==> src/rtl/servo_cmd_pkg.sv <==
/*
  Constants and types for the servo command input front end.
  Assumes nothing beyond a SystemVerilog compiler; no timescale here.
*/
package servo_cmd_pkg;

  // Register bus widths
  localparam int DATA_W = 16;
  localparam int ADDR_W = 4;

  // Register offsets
  localparam logic [3:0] CTRL_OFS         = 4'h0;
  localparam logic [3:0] SPEED_GAIN_OFS   = 4'h1;
  localparam logic [3:0] SPEED_INV_OFS    = 4'h2;
  localparam logic [3:0] OFFSET_OFS       = 4'h3;
  localparam logic [3:0] FILTER_OFS       = 4'h4;
  localparam logic [3:0] TORQUE_GAIN_OFS  = 4'h5;
  localparam logic [3:0] TORQUE_INV_OFS   = 4'h6;
  localparam logic [3:0] COUNT_LO_OFS     = 4'h8;
  localparam logic [3:0] COUNT_HI_OFS     = 4'h9;
  localparam logic [3:0] STATUS_OFS       = 4'hA;
  localparam logic [3:0] RESULT_OFS       = 4'hB;

  // Control register fields
  localparam int CTRL_MODE_LSB = 0;
  localparam int CTRL_TSEL_BIT = 4;
  localparam int CTRL_FMT_LSB  = 5;
  localparam int CTRL_CLR_BIT  = 7;

  // Reset values
  localparam logic [3:0]  MODE_RST   = 4'h0;
  localparam logic [1:0]  FMT_RST    = 2'h1;
  localparam logic [15:0] GAIN_RST   = 16'h0100;
  localparam logic [3:0]  FILTER_RST = 4'h0;

  // Gain is unsigned with this many fraction bits
  localparam int GAIN_FRAC = 8;

  // Control modes that use the shared analog input
  localparam logic [3:0] MODE_POS_VEL = 4'h3;
  localparam logic [3:0] MODE_POS_TRQ = 4'h4;

  // Command pulse formats
  localparam logic [1:0] FMT_QUAD_A     = 2'h0;
  localparam logic [1:0] FMT_CW_CCW     = 2'h1;
  localparam logic [1:0] FMT_QUAD_B     = 2'h2;
  localparam logic [1:0] FMT_PULSE_SIGN = 2'h3;

  // Function given to the analog input
  typedef enum logic [1:0] {
    FN_NONE,
    FN_SPEED,
    FN_TORQUE,
    FN_LIMIT
  } func_type;

endpackage

==> src/rtl/cond_if.sv <==
/*
  Link between the input selector and the analog conditioner.
  Assumes both ends run on the same clock.
*/
`timescale 1ns/1ps
`default_nettype none
interface cond_if;
  logic signed [15:0] sample;
  logic               valid;
  logic               clear;
  logic        [15:0] gain;
  logic               invert;
  logic signed [15:0] offset;
  logic        [3:0]  filter_shift;
  logic signed [15:0] result;
  logic               result_valid;

  modport source (output sample, valid, clear, gain, invert, offset, filter_shift,
                  input result, result_valid);
  modport sink   (input sample, valid, clear, gain, invert, offset, filter_shift,
                  output result, result_valid);
endinterface
`default_nettype wire

==> src/rtl/servo_command_input_select.sv <==
/*
  Command input front end: pulse counting and analog command routing.
  Assumes synchronous pulse inputs, a signed 16-bit converter sample with a
  one-cycle valid strobe, and a register master that never strobes read and write together.
*/
// Our own choices: the strobed register port and the register addresses.
// How it works
// - In the CW/CCW and pulse-plus-sign formats one pulse is counted per rising pulse edge, except CW and CCW edges rising in the same cycle.
// - In the quadrature format every rising and falling edge of either phase is counted, except edges of both phases in the same cycle.
// - Mode 3 uses the analog input as speed command with speed gain, inversion, offset, filter.
// - Mode 4 with select 0 uses it as torque command with torque gain, inversion, offset, filter.
// - Mode 4 with select 1 uses it as speed limit with speed gain, offset, filter, no inversion.
// - Any other control mode ignores the analog input entirely.
// - The analog input is a 16-bit signed sample whose top bit is the sign.
// - In a switching mode the analog function applies only while its sub-mode is active.
`timescale 1ns/1ps
`default_nettype none
module servo_command_input_select
  import servo_cmd_pkg::*;
(
  // Clock and reset
  input  wire logic               clock,
  input  wire logic               rst_n,
  // Register port
  input  wire logic [ADDR_W-1:0]  reg_addr,
  input  wire logic [DATA_W-1:0]  reg_wdata,
  input  wire logic               reg_write,
  input  wire logic               reg_read,
  output logic      [DATA_W-1:0]  reg_rdata,
  // Command pulse lines
  input  wire logic               command_pulse_line,
  input  wire logic               command_sign_line,
  // Converter sample
  input  wire logic signed [15:0] adc_sample,
  input  wire logic               adc_valid,
  // Switching sub-mode
  input  wire logic               second_submode_active,
  // Results
  output logic signed [15:0]      speed_command_analog,
  output logic signed [15:0]      torque_command_analog,
  output logic signed [15:0]      speed_limit_analog,
  output logic signed [31:0]      pulse_position
);

  typedef struct packed {
    logic        [3:0]  control_mode_param;
    logic               torque_command_select_param;
    logic        [1:0]  pulse_format;
    logic        [15:0] speed_input_gain_param;
    logic               speed_input_invert_param;
    logic signed [15:0] command_offset_param;
    logic        [3:0]  command_filter_param;
    logic        [15:0] torque_input_gain_param;
    logic               torque_input_invert_param;
    logic               pulse_prev;
    logic               sign_prev;
    logic signed [31:0] count;
    logic        [15:0] count_hi_snap;
    func_type           fn;
    logic        [15:0] rdata;
    logic signed [15:0] speed_out;
    logic signed [15:0] torque_out;
    logic signed [15:0] limit_out;
  } sel_state_type;

  sel_state_type s_r;
  sel_state_type s_nxt;
  logic [1:0]    rst_sync_r;
  logic          rst_sync_n;

  cond_if cb ();

  // Reset release
  always_ff @(posedge clock or negedge rst_n) begin
    if (!rst_n) begin
      rst_sync_r <= 2'h0;
    end else begin
      rst_sync_r <= {rst_sync_r[0], 1'b1};
    end
  end
  assign rst_sync_n = rst_sync_r[1];

  function automatic func_type select_func(input logic [3:0] mode, input logic tsel,
                                           input logic sub);
    if (mode == MODE_POS_VEL && sub) begin
      return FN_SPEED;
    end else if (mode == MODE_POS_TRQ && sub) begin
      return tsel ? FN_LIMIT : FN_TORQUE;
    end else begin
      return FN_NONE;
    end
  endfunction

  function automatic logic signed [1:0] pulse_step(input logic [1:0] fmt, input logic a,
                                                   input logic b, input logic pa,
                                                   input logic pb);
    logic ea;
    logic eb;
    ea = a ^ pa;
    eb = b ^ pb;
    pulse_step = 2'sd0;
    if (fmt == FMT_CW_CCW) begin
      if (a && !pa && !(b && !pb)) begin
        pulse_step = 2'sd1;
      end else if (b && !pb && !(a && !pa)) begin
        pulse_step = -2'sd1;
      end
    end else if (fmt == FMT_PULSE_SIGN) begin
      if (a && !pa) begin
        pulse_step = b ? -2'sd1 : 2'sd1;
      end
    end else begin
      if (ea && !eb) begin
        pulse_step = (a == b) ? 2'sd1 : -2'sd1;
      end else if (eb && !ea) begin
        pulse_step = (a != b) ? 2'sd1 : -2'sd1;
      end
    end
  endfunction

  func_type           sel;
  logic signed [1:0]  step;

  always_comb begin
    sel  = select_func(s_r.control_mode_param, s_r.torque_command_select_param,
                       second_submode_active);
    step = pulse_step(s_r.pulse_format, command_pulse_line, command_sign_line,
                      s_r.pulse_prev, s_r.sign_prev);
  end

  // Conditioner feed
  assign cb.sample       = adc_sample;
  assign cb.valid        = adc_valid && (sel != FN_NONE) && (sel == s_r.fn);
  assign cb.clear        = (sel != s_r.fn);
  assign cb.gain         = (sel == FN_TORQUE) ? s_r.torque_input_gain_param
                                              : s_r.speed_input_gain_param;
  assign cb.invert       = (sel == FN_SPEED)  ? s_r.speed_input_invert_param :
                           (sel == FN_TORQUE) ? s_r.torque_input_invert_param
                                              : 1'b0;
  assign cb.offset       = s_r.command_offset_param;
  assign cb.filter_shift = s_r.command_filter_param;

  analog_conditioner u_cond (
    .clock      (clock),
    .rst_sync_n (rst_sync_n),
    .c          (cb.sink)
  );

  always_comb begin
    s_nxt = s_r;
    s_nxt.pulse_prev = command_pulse_line;
    s_nxt.sign_prev  = command_sign_line;
    s_nxt.count      = s_r.count + 32'(step);
    s_nxt.fn         = sel;
    s_nxt.rdata      = 16'h0000;
    // Results follow the active function only
    if (sel != s_r.fn) begin
      s_nxt.speed_out  = 16'sh0000;
      s_nxt.torque_out = 16'sh0000;
      s_nxt.limit_out  = 16'sh0000;
    end else if (cb.result_valid) begin
      if (s_r.fn == FN_SPEED) begin
        s_nxt.speed_out = cb.result;
      end else if (s_r.fn == FN_TORQUE) begin
        s_nxt.torque_out = cb.result;
      end else if (s_r.fn == FN_LIMIT) begin
        s_nxt.limit_out = cb.result;
      end
    end
    // Register writes
    if (reg_write) begin
      if (reg_addr == CTRL_OFS) begin
        s_nxt.control_mode_param          = reg_wdata[CTRL_MODE_LSB +: 4];
        s_nxt.torque_command_select_param = reg_wdata[CTRL_TSEL_BIT];
        s_nxt.pulse_format                = reg_wdata[CTRL_FMT_LSB +: 2];
        if (reg_wdata[CTRL_CLR_BIT]) begin
          s_nxt.count = 32'sh0000_0000;
        end
      end else if (reg_addr == SPEED_GAIN_OFS) begin
        s_nxt.speed_input_gain_param = reg_wdata;
      end else if (reg_addr == SPEED_INV_OFS) begin
        s_nxt.speed_input_invert_param = reg_wdata[0];
      end else if (reg_addr == OFFSET_OFS) begin
        s_nxt.command_offset_param = reg_wdata;
      end else if (reg_addr == FILTER_OFS) begin
        s_nxt.command_filter_param = reg_wdata[3:0];
      end else if (reg_addr == TORQUE_GAIN_OFS) begin
        s_nxt.torque_input_gain_param = reg_wdata;
      end else if (reg_addr == TORQUE_INV_OFS) begin
        s_nxt.torque_input_invert_param = reg_wdata[0];
      end
    end
    // Register reads, data in the next cycle only
    if (reg_read) begin
      if (reg_addr == CTRL_OFS) begin
        s_nxt.rdata = {8'h00, 1'b0, s_r.pulse_format, s_r.torque_command_select_param,
                       s_r.control_mode_param};
      end else if (reg_addr == SPEED_GAIN_OFS) begin
        s_nxt.rdata = s_r.speed_input_gain_param;
      end else if (reg_addr == SPEED_INV_OFS) begin
        s_nxt.rdata = {15'h0000, s_r.speed_input_invert_param};
      end else if (reg_addr == OFFSET_OFS) begin
        s_nxt.rdata = s_r.command_offset_param;
      end else if (reg_addr == FILTER_OFS) begin
        s_nxt.rdata = {12'h000, s_r.command_filter_param};
      end else if (reg_addr == TORQUE_GAIN_OFS) begin
        s_nxt.rdata = s_r.torque_input_gain_param;
      end else if (reg_addr == TORQUE_INV_OFS) begin
        s_nxt.rdata = {15'h0000, s_r.torque_input_invert_param};
      end else if (reg_addr == COUNT_LO_OFS) begin
        s_nxt.rdata         = s_r.count[15:0];
        s_nxt.count_hi_snap = s_r.count[31:16];
      end else if (reg_addr == COUNT_HI_OFS) begin
        s_nxt.rdata = s_r.count_hi_snap;
      end else if (reg_addr == STATUS_OFS) begin
        s_nxt.rdata = {13'h0000, cb.result_valid, s_r.fn};
      end else if (reg_addr == RESULT_OFS) begin
        s_nxt.rdata = cb.result;
      end
    end
  end

  always_ff @(posedge clock or negedge rst_sync_n) begin
    if (!rst_sync_n) begin
      s_r                         <= '0;
      s_r.control_mode_param      <= MODE_RST;
      s_r.pulse_format            <= FMT_RST;
      s_r.speed_input_gain_param  <= GAIN_RST;
      s_r.torque_input_gain_param <= GAIN_RST;
      s_r.command_filter_param    <= FILTER_RST;
      s_r.fn                      <= FN_NONE;
    end else begin
      s_r <= s_nxt;
    end
  end

  assign reg_rdata             = s_r.rdata;
  assign speed_command_analog  = s_r.speed_out;
  assign torque_command_analog = s_r.torque_out;
  assign speed_limit_analog    = s_r.limit_out;
  assign pulse_position        = s_r.count;

  logic rise_a;
  logic rise_b;
  logic edge_a;
  logic edge_b;
  logic is_quad;
  assign rise_a  = command_pulse_line && !s_r.pulse_prev;
  assign rise_b  = command_sign_line && !s_r.sign_prev;
  assign edge_a  = command_pulse_line ^ s_r.pulse_prev;
  assign edge_b  = command_sign_line ^ s_r.sign_prev;
  assign is_quad = (s_r.pulse_format == FMT_QUAD_A) || (s_r.pulse_format == FMT_QUAD_B);
endmodule // servo_command_input_select
`default_nettype wire

==> src/rtl/analog_conditioner.sv <==
/*
  Offset, polarity, gain and first-order filter for the digitized analog command.
  Assumes a synchronised active-low reset and parameters held stable by the selector.
*/
`timescale 1ns/1ps
`default_nettype none
module analog_conditioner
  import servo_cmd_pkg::*;
(
  // Clock and reset
  input  wire logic clock,
  input  wire logic rst_sync_n,
  // Selector side
  cond_if.sink      c
);

  typedef struct packed {
    logic signed [15:0] x1;
    logic               v1;
    logic signed [15:0] x2;
    logic               v2;
    logic signed [15:0] y;
    logic               yv;
  } cond_state_type;

  cond_state_type s_r;
  cond_state_type s_nxt;

  function automatic logic signed [15:0] sat16(input logic signed [33:0] v);
    if (v > 34'sd32767) begin
      return 16'sh7FFF;
    end else if (v < -34'sd32768) begin
      return 16'sh8000;
    end else begin
      return v[15:0];
    end
  endfunction

  logic signed [33:0] sum;
  logic signed [33:0] prod;
  logic signed [33:0] diff;

  always_comb begin
    s_nxt = s_r;
    // Offset then polarity
    sum  = 34'(c.sample) + 34'(c.offset);
    s_nxt.v1 = c.valid;
    if (c.valid) begin
      s_nxt.x1 = sat16(c.invert ? -sum : sum);
    end
    // Gain
    prod = (34'(s_r.x1) * 34'($signed({1'b0, c.gain}))) >>> GAIN_FRAC;
    s_nxt.v2 = s_r.v1;
    if (s_r.v1) begin
      s_nxt.x2 = sat16(prod);
    end
    // Filter
    diff = 34'(s_r.x2) - 34'(s_r.y);
    s_nxt.yv = s_r.v2;
    if (s_r.v2) begin
      s_nxt.y = sat16(34'(s_r.y) + (diff >>> c.filter_shift));
    end
    if (c.clear) begin
      s_nxt = '0;
    end
  end

  always_ff @(posedge clock or negedge rst_sync_n) begin
    if (!rst_sync_n) begin
      s_r <= '0;
    end else begin
      s_r <= s_nxt;
    end
  end

  assign c.result       = s_r.y;
  assign c.result_valid = s_r.yv;

endmodule // analog_conditioner
`default_nettype wire

==> config.mk <==
export PLATFORM = sky130hd
export DESIGN_NAME = servo_command_input_select
export DESIGN_NICKNAME = d
export VERILOG_FILES = /design/src/rtl/servo_cmd_pkg.sv /design/src/rtl/cond_if.sv /design/src/rtl/servo_command_input_select.sv /design/src/rtl/analog_conditioner.sv
export SDC_FILE = /design/constraint.sdc
export NUM_CORES = 1
export LEC_CHECK = 0
export ABC_AREA = 1
export BUFFER_PORTS_ARGS = -buffer_cell sky130_fd_sc_hd__buf_2
export CORE_MARGIN = 4
export CORE_UTILIZATION = 42
export CTS_CLUSTER_DIAMETER = 120
export CTS_CLUSTER_SIZE = 16
export DETAILED_ROUTE_END_ITERATION = 10
export GPL_ROUTABILITY_DRIVEN = 0
export SLEW_MARGIN = 20
export SYNTH_ARGS = -nofsm -noshare
export SYNTH_HDL_FRONTEND = slang
export SYNTH_SLANG_ARGS = --single-unit
export TNS_END_PERCENT = 5
==> constraint.sdc <==
create_clock -name clock -period 7.6 [get_ports clock]
set_input_delay 1.14 -clock clock [delete_from_list [all_inputs] [get_ports clock]]
set_output_delay 1.14 -clock clock [all_outputs]
set_load 0.02 [all_outputs]
; Yosys cells after proc, flatten, opt, wreduce, memory -nomap -nowiden
; Index checks and enable logic that the tools add are counted.
[word_totals]
ff_bits = 230
in_bits = 44
out_inout_bits = 96
elab_cells = 157
[classes]
shift = 1
n_reduce_logical = 36
multipliers = 1
n_eq_ne = 25
bitwise = 9
n_addsub = 5
order_cmp = 6
muxes = 49
[op_table]
columns = cell, n
row1 = 2-to-1 mux 16 bit, 26
row2 = 2-to-1 mux 32 bit, 4
row3 = 2-to-1 mux 48 bit, 2
row4 = greater-than comparator 34 x 16 -> 1 bit (second input constant), 2
row5 = less-than comparator 34 x 16 -> 1 bit (second input constant), 2
row6 = 2-to-1 mux 51 bit, 1
row7 = adder 16 x 34 -> 34 bit, 1
row8 = 2-to-1 mux 34 bit, 1
row9 = negator 34 bit, 1
row10 = >>> shifter 34 x 4 -> 34 bit, 1
row11 = multiplier 16 x 17 -> 33 bit, 1
row12 = adder 32 x 2 -> 32 bit, 1
row13 = greater-than comparator 25 x 16 -> 1 bit (second input constant), 1
row14 = less-than comparator 25 x 16 -> 1 bit (second input constant), 1
row15 = 2-to-1 mux 2 bit, 12
row16 = adder 16 x 16 -> 17 bit, 1
row17 = subtractor 16 x 16 -> 17 bit, 1
row18 = equality test 4 x 3 -> 1 bit (second input constant), 4
row19 = equality test 4 bit (second input constant), 4
row20 = nonzero test 2 bit, 8
row21 = equality test 4 x 2 -> 1 bit (second input constant), 3
row22 = logical AND 1 bit, 10
row23 = AND reduction 9 bit, 1
row24 = equality test 2 bit (second input constant), 4
row25 = 19 further kinds, 39

; Logic depth before layout (Yosys ltp)
[depth]
ltp_word = 13
ltp_mapped = 40
mapped_depth_nobuf = 38

; Cells and area by module
; A second synthesis with hierarchy kept.
[unflattened]
cells_unflattened = 3724
hier_area_um2 = 26689.3
[modules_own_cells]
columns = module, instances, area_per_inst_um2, seq_area_each_um2, cells_each
row1 = analog_conditioner, 1, 15865.2, 1276.2, 2317
row2 = servo_command_input_select, 1, 10824.1, 4483.0, 1407

; Least setup slack after synthesis
; Ideal clock, no wire load.
[synth_timing]
path_kind = input to register
from = input port second_submode_active
to = register u_cond.s_r[18] in the netlist's numbering
t_required_ns = 7.483
path_stages = 34
t_arrival_ns = 7.703
setup_time_ns = 0.117
path_buffers = 3
setup_slack_ns = -0.220
path_cell_list = inv_1 -> nor2_2 -> nand4_2 -> clkbuf_1 -> buf_1 -> nand2_1 -> o21ai_1 -> clkinv_1 -> nand2_1 -> fa_1 -> fa_1 -> inv_1 -> fa_1 -> fa_1 -> fa_1 -> inv_1 -> fa_1 -> inv_1 -> ha_1 -> a21oi_1 -> o21a_1 -> a21boi_0 -> o21ai_0 -> a31oi_1 -> nand2_1 -> nand2_1 -> nand2_1 -> nor3b_1 -> nand4_1 -> nand2_2 -> buf_6 -> nand2_1 -> nand2_1 -> nand2_1
[synth_between]
elab_chain_len = 11
elab_cells_between_ends = 15
classes_between = 1 x mul / 2 x order compare / 2 x eq/ne / 7 x mux / 3 x reduce/logical
[synth_rtl]
columns = item, line
row1 = "start, declared", servo_command_input_select.sv:37  ; input wire logic second_submode_active,
row2 = logical AND 1 bit, servo_command_input_select.sv:87  ; end else if (mode == MODE_POS_TRQ && sub) begin
row3 = 2-to-1 mux 2 bit, servo_command_input_select.sv:87
row4 = 2-to-1 mux 2 bit (*), servo_command_input_select.sv:85  ; if (mode == MODE_POS_VEL && sub) begin
row5 = equality test 2 bit, servo_command_input_select.sv:135  ; assign cb.gain = (sel == FN_TORQUE) ? s_r.torque_input_gain_param
row6 = 2-to-1 mux 16 bit, servo_command_input_select.sv:135
row7 = multiplier 16 x 17 -> 33 bit, analog_conditioner.sv:52  ; prod = (34'(s_r.x1) * 34'($signed({1'b0, c.gain}))) >>> GAIN_FRAC;
row8 = less-than comparator 25 x 16 -> 1 bit, analog_conditioner.sv:32  ; end else if (v < -34'sd32768) begin
row9 = 2-to-1 mux 16 bit, analog_conditioner.sv:32
row10 = 2-to-1 mux 16 bit, analog_conditioner.sv:30  ; if (v > 34'sd32767) begin
row11 = 2-to-1 mux 16 bit, analog_conditioner.sv:54  ; if (s_r.v1) begin
row12 = 2-to-1 mux 51 bit, analog_conditioner.sv:63  ; if (c.clear) begin
row13 = "end signal, assigned", analog_conditioner.sv:72  ; s_r <= s_nxt;
row14 = "end, declared", analog_conditioner.sv:26  ; cond_state_type s_r;
; Mark *: on every way between the ends. The rest lies on a longest branch, timed or not. The select of a mux whose other input is x is not followed.
; A chain may end at the register's enable or synchronous reset.

; Final worst setup path
[layout_timing]
from = input port second_submode_active
to = register u_cond.s_r[26] in the netlist's numbering
; The elaborated chain is that of the path after synthesis.

==> impl_metrics.yaml <==
worst_setup_path:
  r2r_cells: 33
  worstSetupPathType: "in -> reg"
  end_kind: "register"
  cp_common_cell: "fa_1"
  worstReg2RegEnd: "u_cond.s_r[26]$_DFFE_PN0P_"
  timing.rr.start: "s_r[173]$_DFFE_PN0P_"
  ff2ff_setup_slack_ps: 450
  worstPathMaxFanout: 8
  cp.required_ps: 8050
  slowest_delay_ps: 570
  arrival_ps: 7820
  slowest_stage: "fa_1"
  startpoint_type: "input pin"
logic_synthesis:
  synth_enable_flop_cells: 0
  ys_async_sr_fraction_pct: 100
  yosysMostFrequentCell: "nand2_1"
  avgSynthCellArea_um2: 7.67
  synth.yosys.warnings: 0
  synthXorXnorAreaFrac_pct: 2.86
  synth-compound-area-share_pct: 12.8
  synth_simple_gate_area_share_pct: 19.4
  synth_top_area_cell: "dfrtp_1"
  yosys-top-cells-count: "716 x nand2_1, 495 x inv_1, 267 x nor2_1"
  synth-seq-cells: 230
  synth.area.top_cells: "dfrtp_1 24%, fa_1 17%, nand2_1 11%, ha_1 11%, inv_1 7.8%"
  synth_cell_types: 58
  syn_inst: 3103
  synthMuxAreaShare_pct: 0.841
  synth_fa_ha_area_share_pct: 27.5
  synth_top_area_share_pct: 23.9
  synth_top_family_by_area: "adder cells"
  syn_nets: 3551
  syn_area_um2: 23800
  ys_seq_area_share_pct: 24.2
  synth_top_flop_cell: "dfrtp_1"
power:
  swShare_pct: 53.7
  combPwrFrac_pct: 77.0
  p_clk_share_pct: 6.9
  internal_power_w: 0.00616
  p_leak_nw: 14.0
  power_density_nw_per_um2: 489
  p_seq_share_pct: 16.1
  power_switching_w: 0.00715
  vdd_drop_max_v: 0.000415
min_path:
  hold_path_depth: 0
  min_to: "rst_sync_r[1]$_DFF_PN0_"
  hold_path.class: "reg -> reg"
  worstHoldStart: "rst_sync_r[0]$_DFF_PN0_"
detailed_routing:
  drc: 0
  drt-initial-drc-count: 1677
  wl_per_cell_um: 18.3
  viasPerCell: 5.28
  routed_wl_um: 73800
  num_vias: 21300
  ant_nets: 0
  dr.pass1.iters: 6
global_routing:
  grt_max_degree: 162
  grt_pass1_wl_um: 118000
  grt-ovfl-total: 0
  grt.total_usage_pct: 24.3
  grt_pass1_vias: 21800
  antenna_found_initial: 6
finish:
  drive_gt1_share_pct: 16.7
  fin_nets: 3726
  areaGrowthSynthToFinish_pct: 14.3
  fill_cells: 5522
status:
  status: "complete, no violations"
timing:
  worstMarginPinSlew_ps: 1050
  layout_worst_path_cycle_share_pct: 97.1
  fin_skew_ps: 21.6
  max-slew-margin-rel_pct: 29.7
  fmax_mhz: 136
  tns_ps: 0
  grt_setup_unrepaired: "yes"
  finalMaxSlewViolations: 0
  hold_violations: 0
  hold_slack_ps: 356
  setup_viol: 0
  period_needed_ps: 7380
floorplan:
  start_util_pct: 42.3
  die_area_um2: 60600
  rows: 87
  io_pins: 140
  core_area_um2: 56300
  die_y_um: 246
  die_w_um: 246
clocking:
  clk_transition_reported_paths_ps: 70
  clk_path_buf_depth: 3
  cts_sinks: 230
  cts_tree: "yes"
  cts_buffers: 18
  cts_root_buffer: "clkbuf_16"
  clk_latency_ps: 520
  htreeDepth: 1
job:
  maxCapViolCount: 0
placement:
  io_buffers: 139
  dp_hpwl_um: 59500
==> cells by family after synthesis <==
kind of cell | count (synthesis)
flops | 230
simple gates | 1151
xor+xnor | 77
mux | 18
compound gates | 540
fa+ha+maj | 404
buf+inv | 682
other cells | 1
==> power by group through the flow <==
| stage | logic (W) | registers (W) | clock network, W |
|---|---|---|---|
| 6_report | 0.0103 | 0.00214 | 0.000921 |
| 5_1_grt | 0.0115 | 0.00219 | 0.000987 |
| 4_1_cts | 0.00930 | 0.00212 | 0.000945 |
| 3_5_place_dp | 0.00922 | 0.00214 | 0 |
| 3_3_place_gp | 0.00911 | 0.00213 | 0 |
| 2_1_floorplan | 0.00664 | 0.00189 | 0 |
==> registers in the layout, indices dropped and copies added (netlist names), 2 cells and up <==
signal / cells
pulse_position: 32
cb.filter_shift: 4
cb.offset: 16
speed_command_analog: 16
speed_limit_analog: 16
rst_sync_r: 2
reg_rdata: 16
torque_command_analog: 16
u_cond.c.result: 16
u_cond.s_r: 34
s_r: 61
==> per-layer routing <==
| metal | part of all wire (%) | routed length (um) | up-vias | GRT usage [%] |
|---|---|---|---|---|
| met3 | 7.0 | 5140 | 143 | 4.03 |
| met1 | 43 | 31400 | 10300 | 32.2 |
| met5 | 0.062 | 46 | - | 0 |
| li1 | - | - | 10200 | - |
| met2 | 47 | 35000 | 746 | 41.1 |
| met4 | 3.0 | 2250 | 6 | 6.69 |
==> critical path, delay by kind of cell <==
family          cells  cell delay (ps)
compound gates      4              670
xor+xnor            1              210
fa+ha+maj           7             3180
buf+inv            10             1020
simple gates       13             1550
==> cell usage in the layout, fill, tap and decap left out, types with 9 or more instances in the layout <==
| cell type | netlist | routed |
|---|---|---|
| nand2_1 | 716 | 684 |
| inv_1 | 495 | 470 |
| nor2_1 | 267 | 250 |
| dfrtp_1 | 227 | 226 |
| o21ai_0 | 235 | 224 |
| ha_1 | 206 | 196 |
| fa_1 | 198 | 189 |
| buf_4 | 98 | 159 |
| a21oi_1 | 158 | 142 |
| buf_2 | 3 | 138 |
| nand3_1 | 100 | 93 |
| xor2_1 | 53 | 52 |
| nand2_2 | 6 | 32 |
| inv_2 | 2 | 26 |
| o211ai_1 | 26 | 26 |
| xnor2_1 | 23 | 22 |
| clkbuf_16 | 0 | 21 |
| buf_6 | 3 | 21 |
| a31oi_1 | 24 | 20 |
| a221oi_1 | 19 | 19 |
| mux2_2 | 16 | 16 |
| nand4_1 | 15 | 15 |
| nor2_2 | 2 | 14 |
| nor3_1 | 15 | 14 |
| o21ai_1 | 18 | 13 |
| a21oi_2 | 1 | 13 |
| o21a_1 | 11 | 11 |
| ha_4 | 0 | 10 |
| fa_2 | 0 | 9 |
==> final cells by class <==
class / count / area [um^2] / share of cell area (%)
antenna: 3 / 7.51 / 0.0276
timing repair inverter: 1 / 7.51 / 0.0276
timing repair buffer: 326 / 2290 / 8.40
inverter: 508 / 1930 / 7.10
clock buffer: 24 / 494 / 1.82
clock inverter: 1 / 11.3 / 0.0414
sequential: 230 / 5760 / 21.2
tap: 756 / 946 / 3.48
multi-input combinational: 2193 / 15800 / 57.9
==> through the flow <==
step	std cells	power (W)	setup WS [ps]	util (%)	area, um^2
6_report	4042	0.0133	223	48.4	27200
5_1_grt	4039	0.0147	-80.1	48.4	27200
4_1_cts	4010	0.0124	25.7	46.6	26200
3_5_place_dp	3985	0.0114	-488	45.7	25700
3_3_place_gp	3985	0.0112	-364	45.7	25700
2_1_floorplan	3103	0.00853	11.2	-	23800
==> how the worst max path moves through the flow <==
stage / end / cells past startpoint / slack [ps] / startpoint
after floorplan: u_cond.s_r[18]$_DFFE_PN0P_ / 32 / 10 / second_submode_active
after global placement: u_cond.s_r[24]$_DFFE_PN0P_ / 34 / -360 / second_submode_active
after detailed placement: u_cond.s_r[21]$_DFFE_PN0P_ / 36 / -490 / second_submode_active
after CTS: u_cond.s_r[26]$_DFFE_PN0P_ / 35 / 30 / second_submode_active
after global routing: u_cond.s_r[29]$_DFFE_PN0P_ / 37 / -80 / second_submode_active
final: u_cond.s_r[26]$_DFFE_PN0P_ / 35 / 220 / second_submode_active
==> what timing repair did <==
item / 4_1_cts / 5_1_grt
endpoints found under the hold margin: 0 / 0
buffers inserted: 0 / 25
endpoints found under the setup margin: 0 / 16
hold buffers: 0 / 0
gates resized for setup: 0 / 215
No activity file was read; power rests on OpenSTA's default activity.
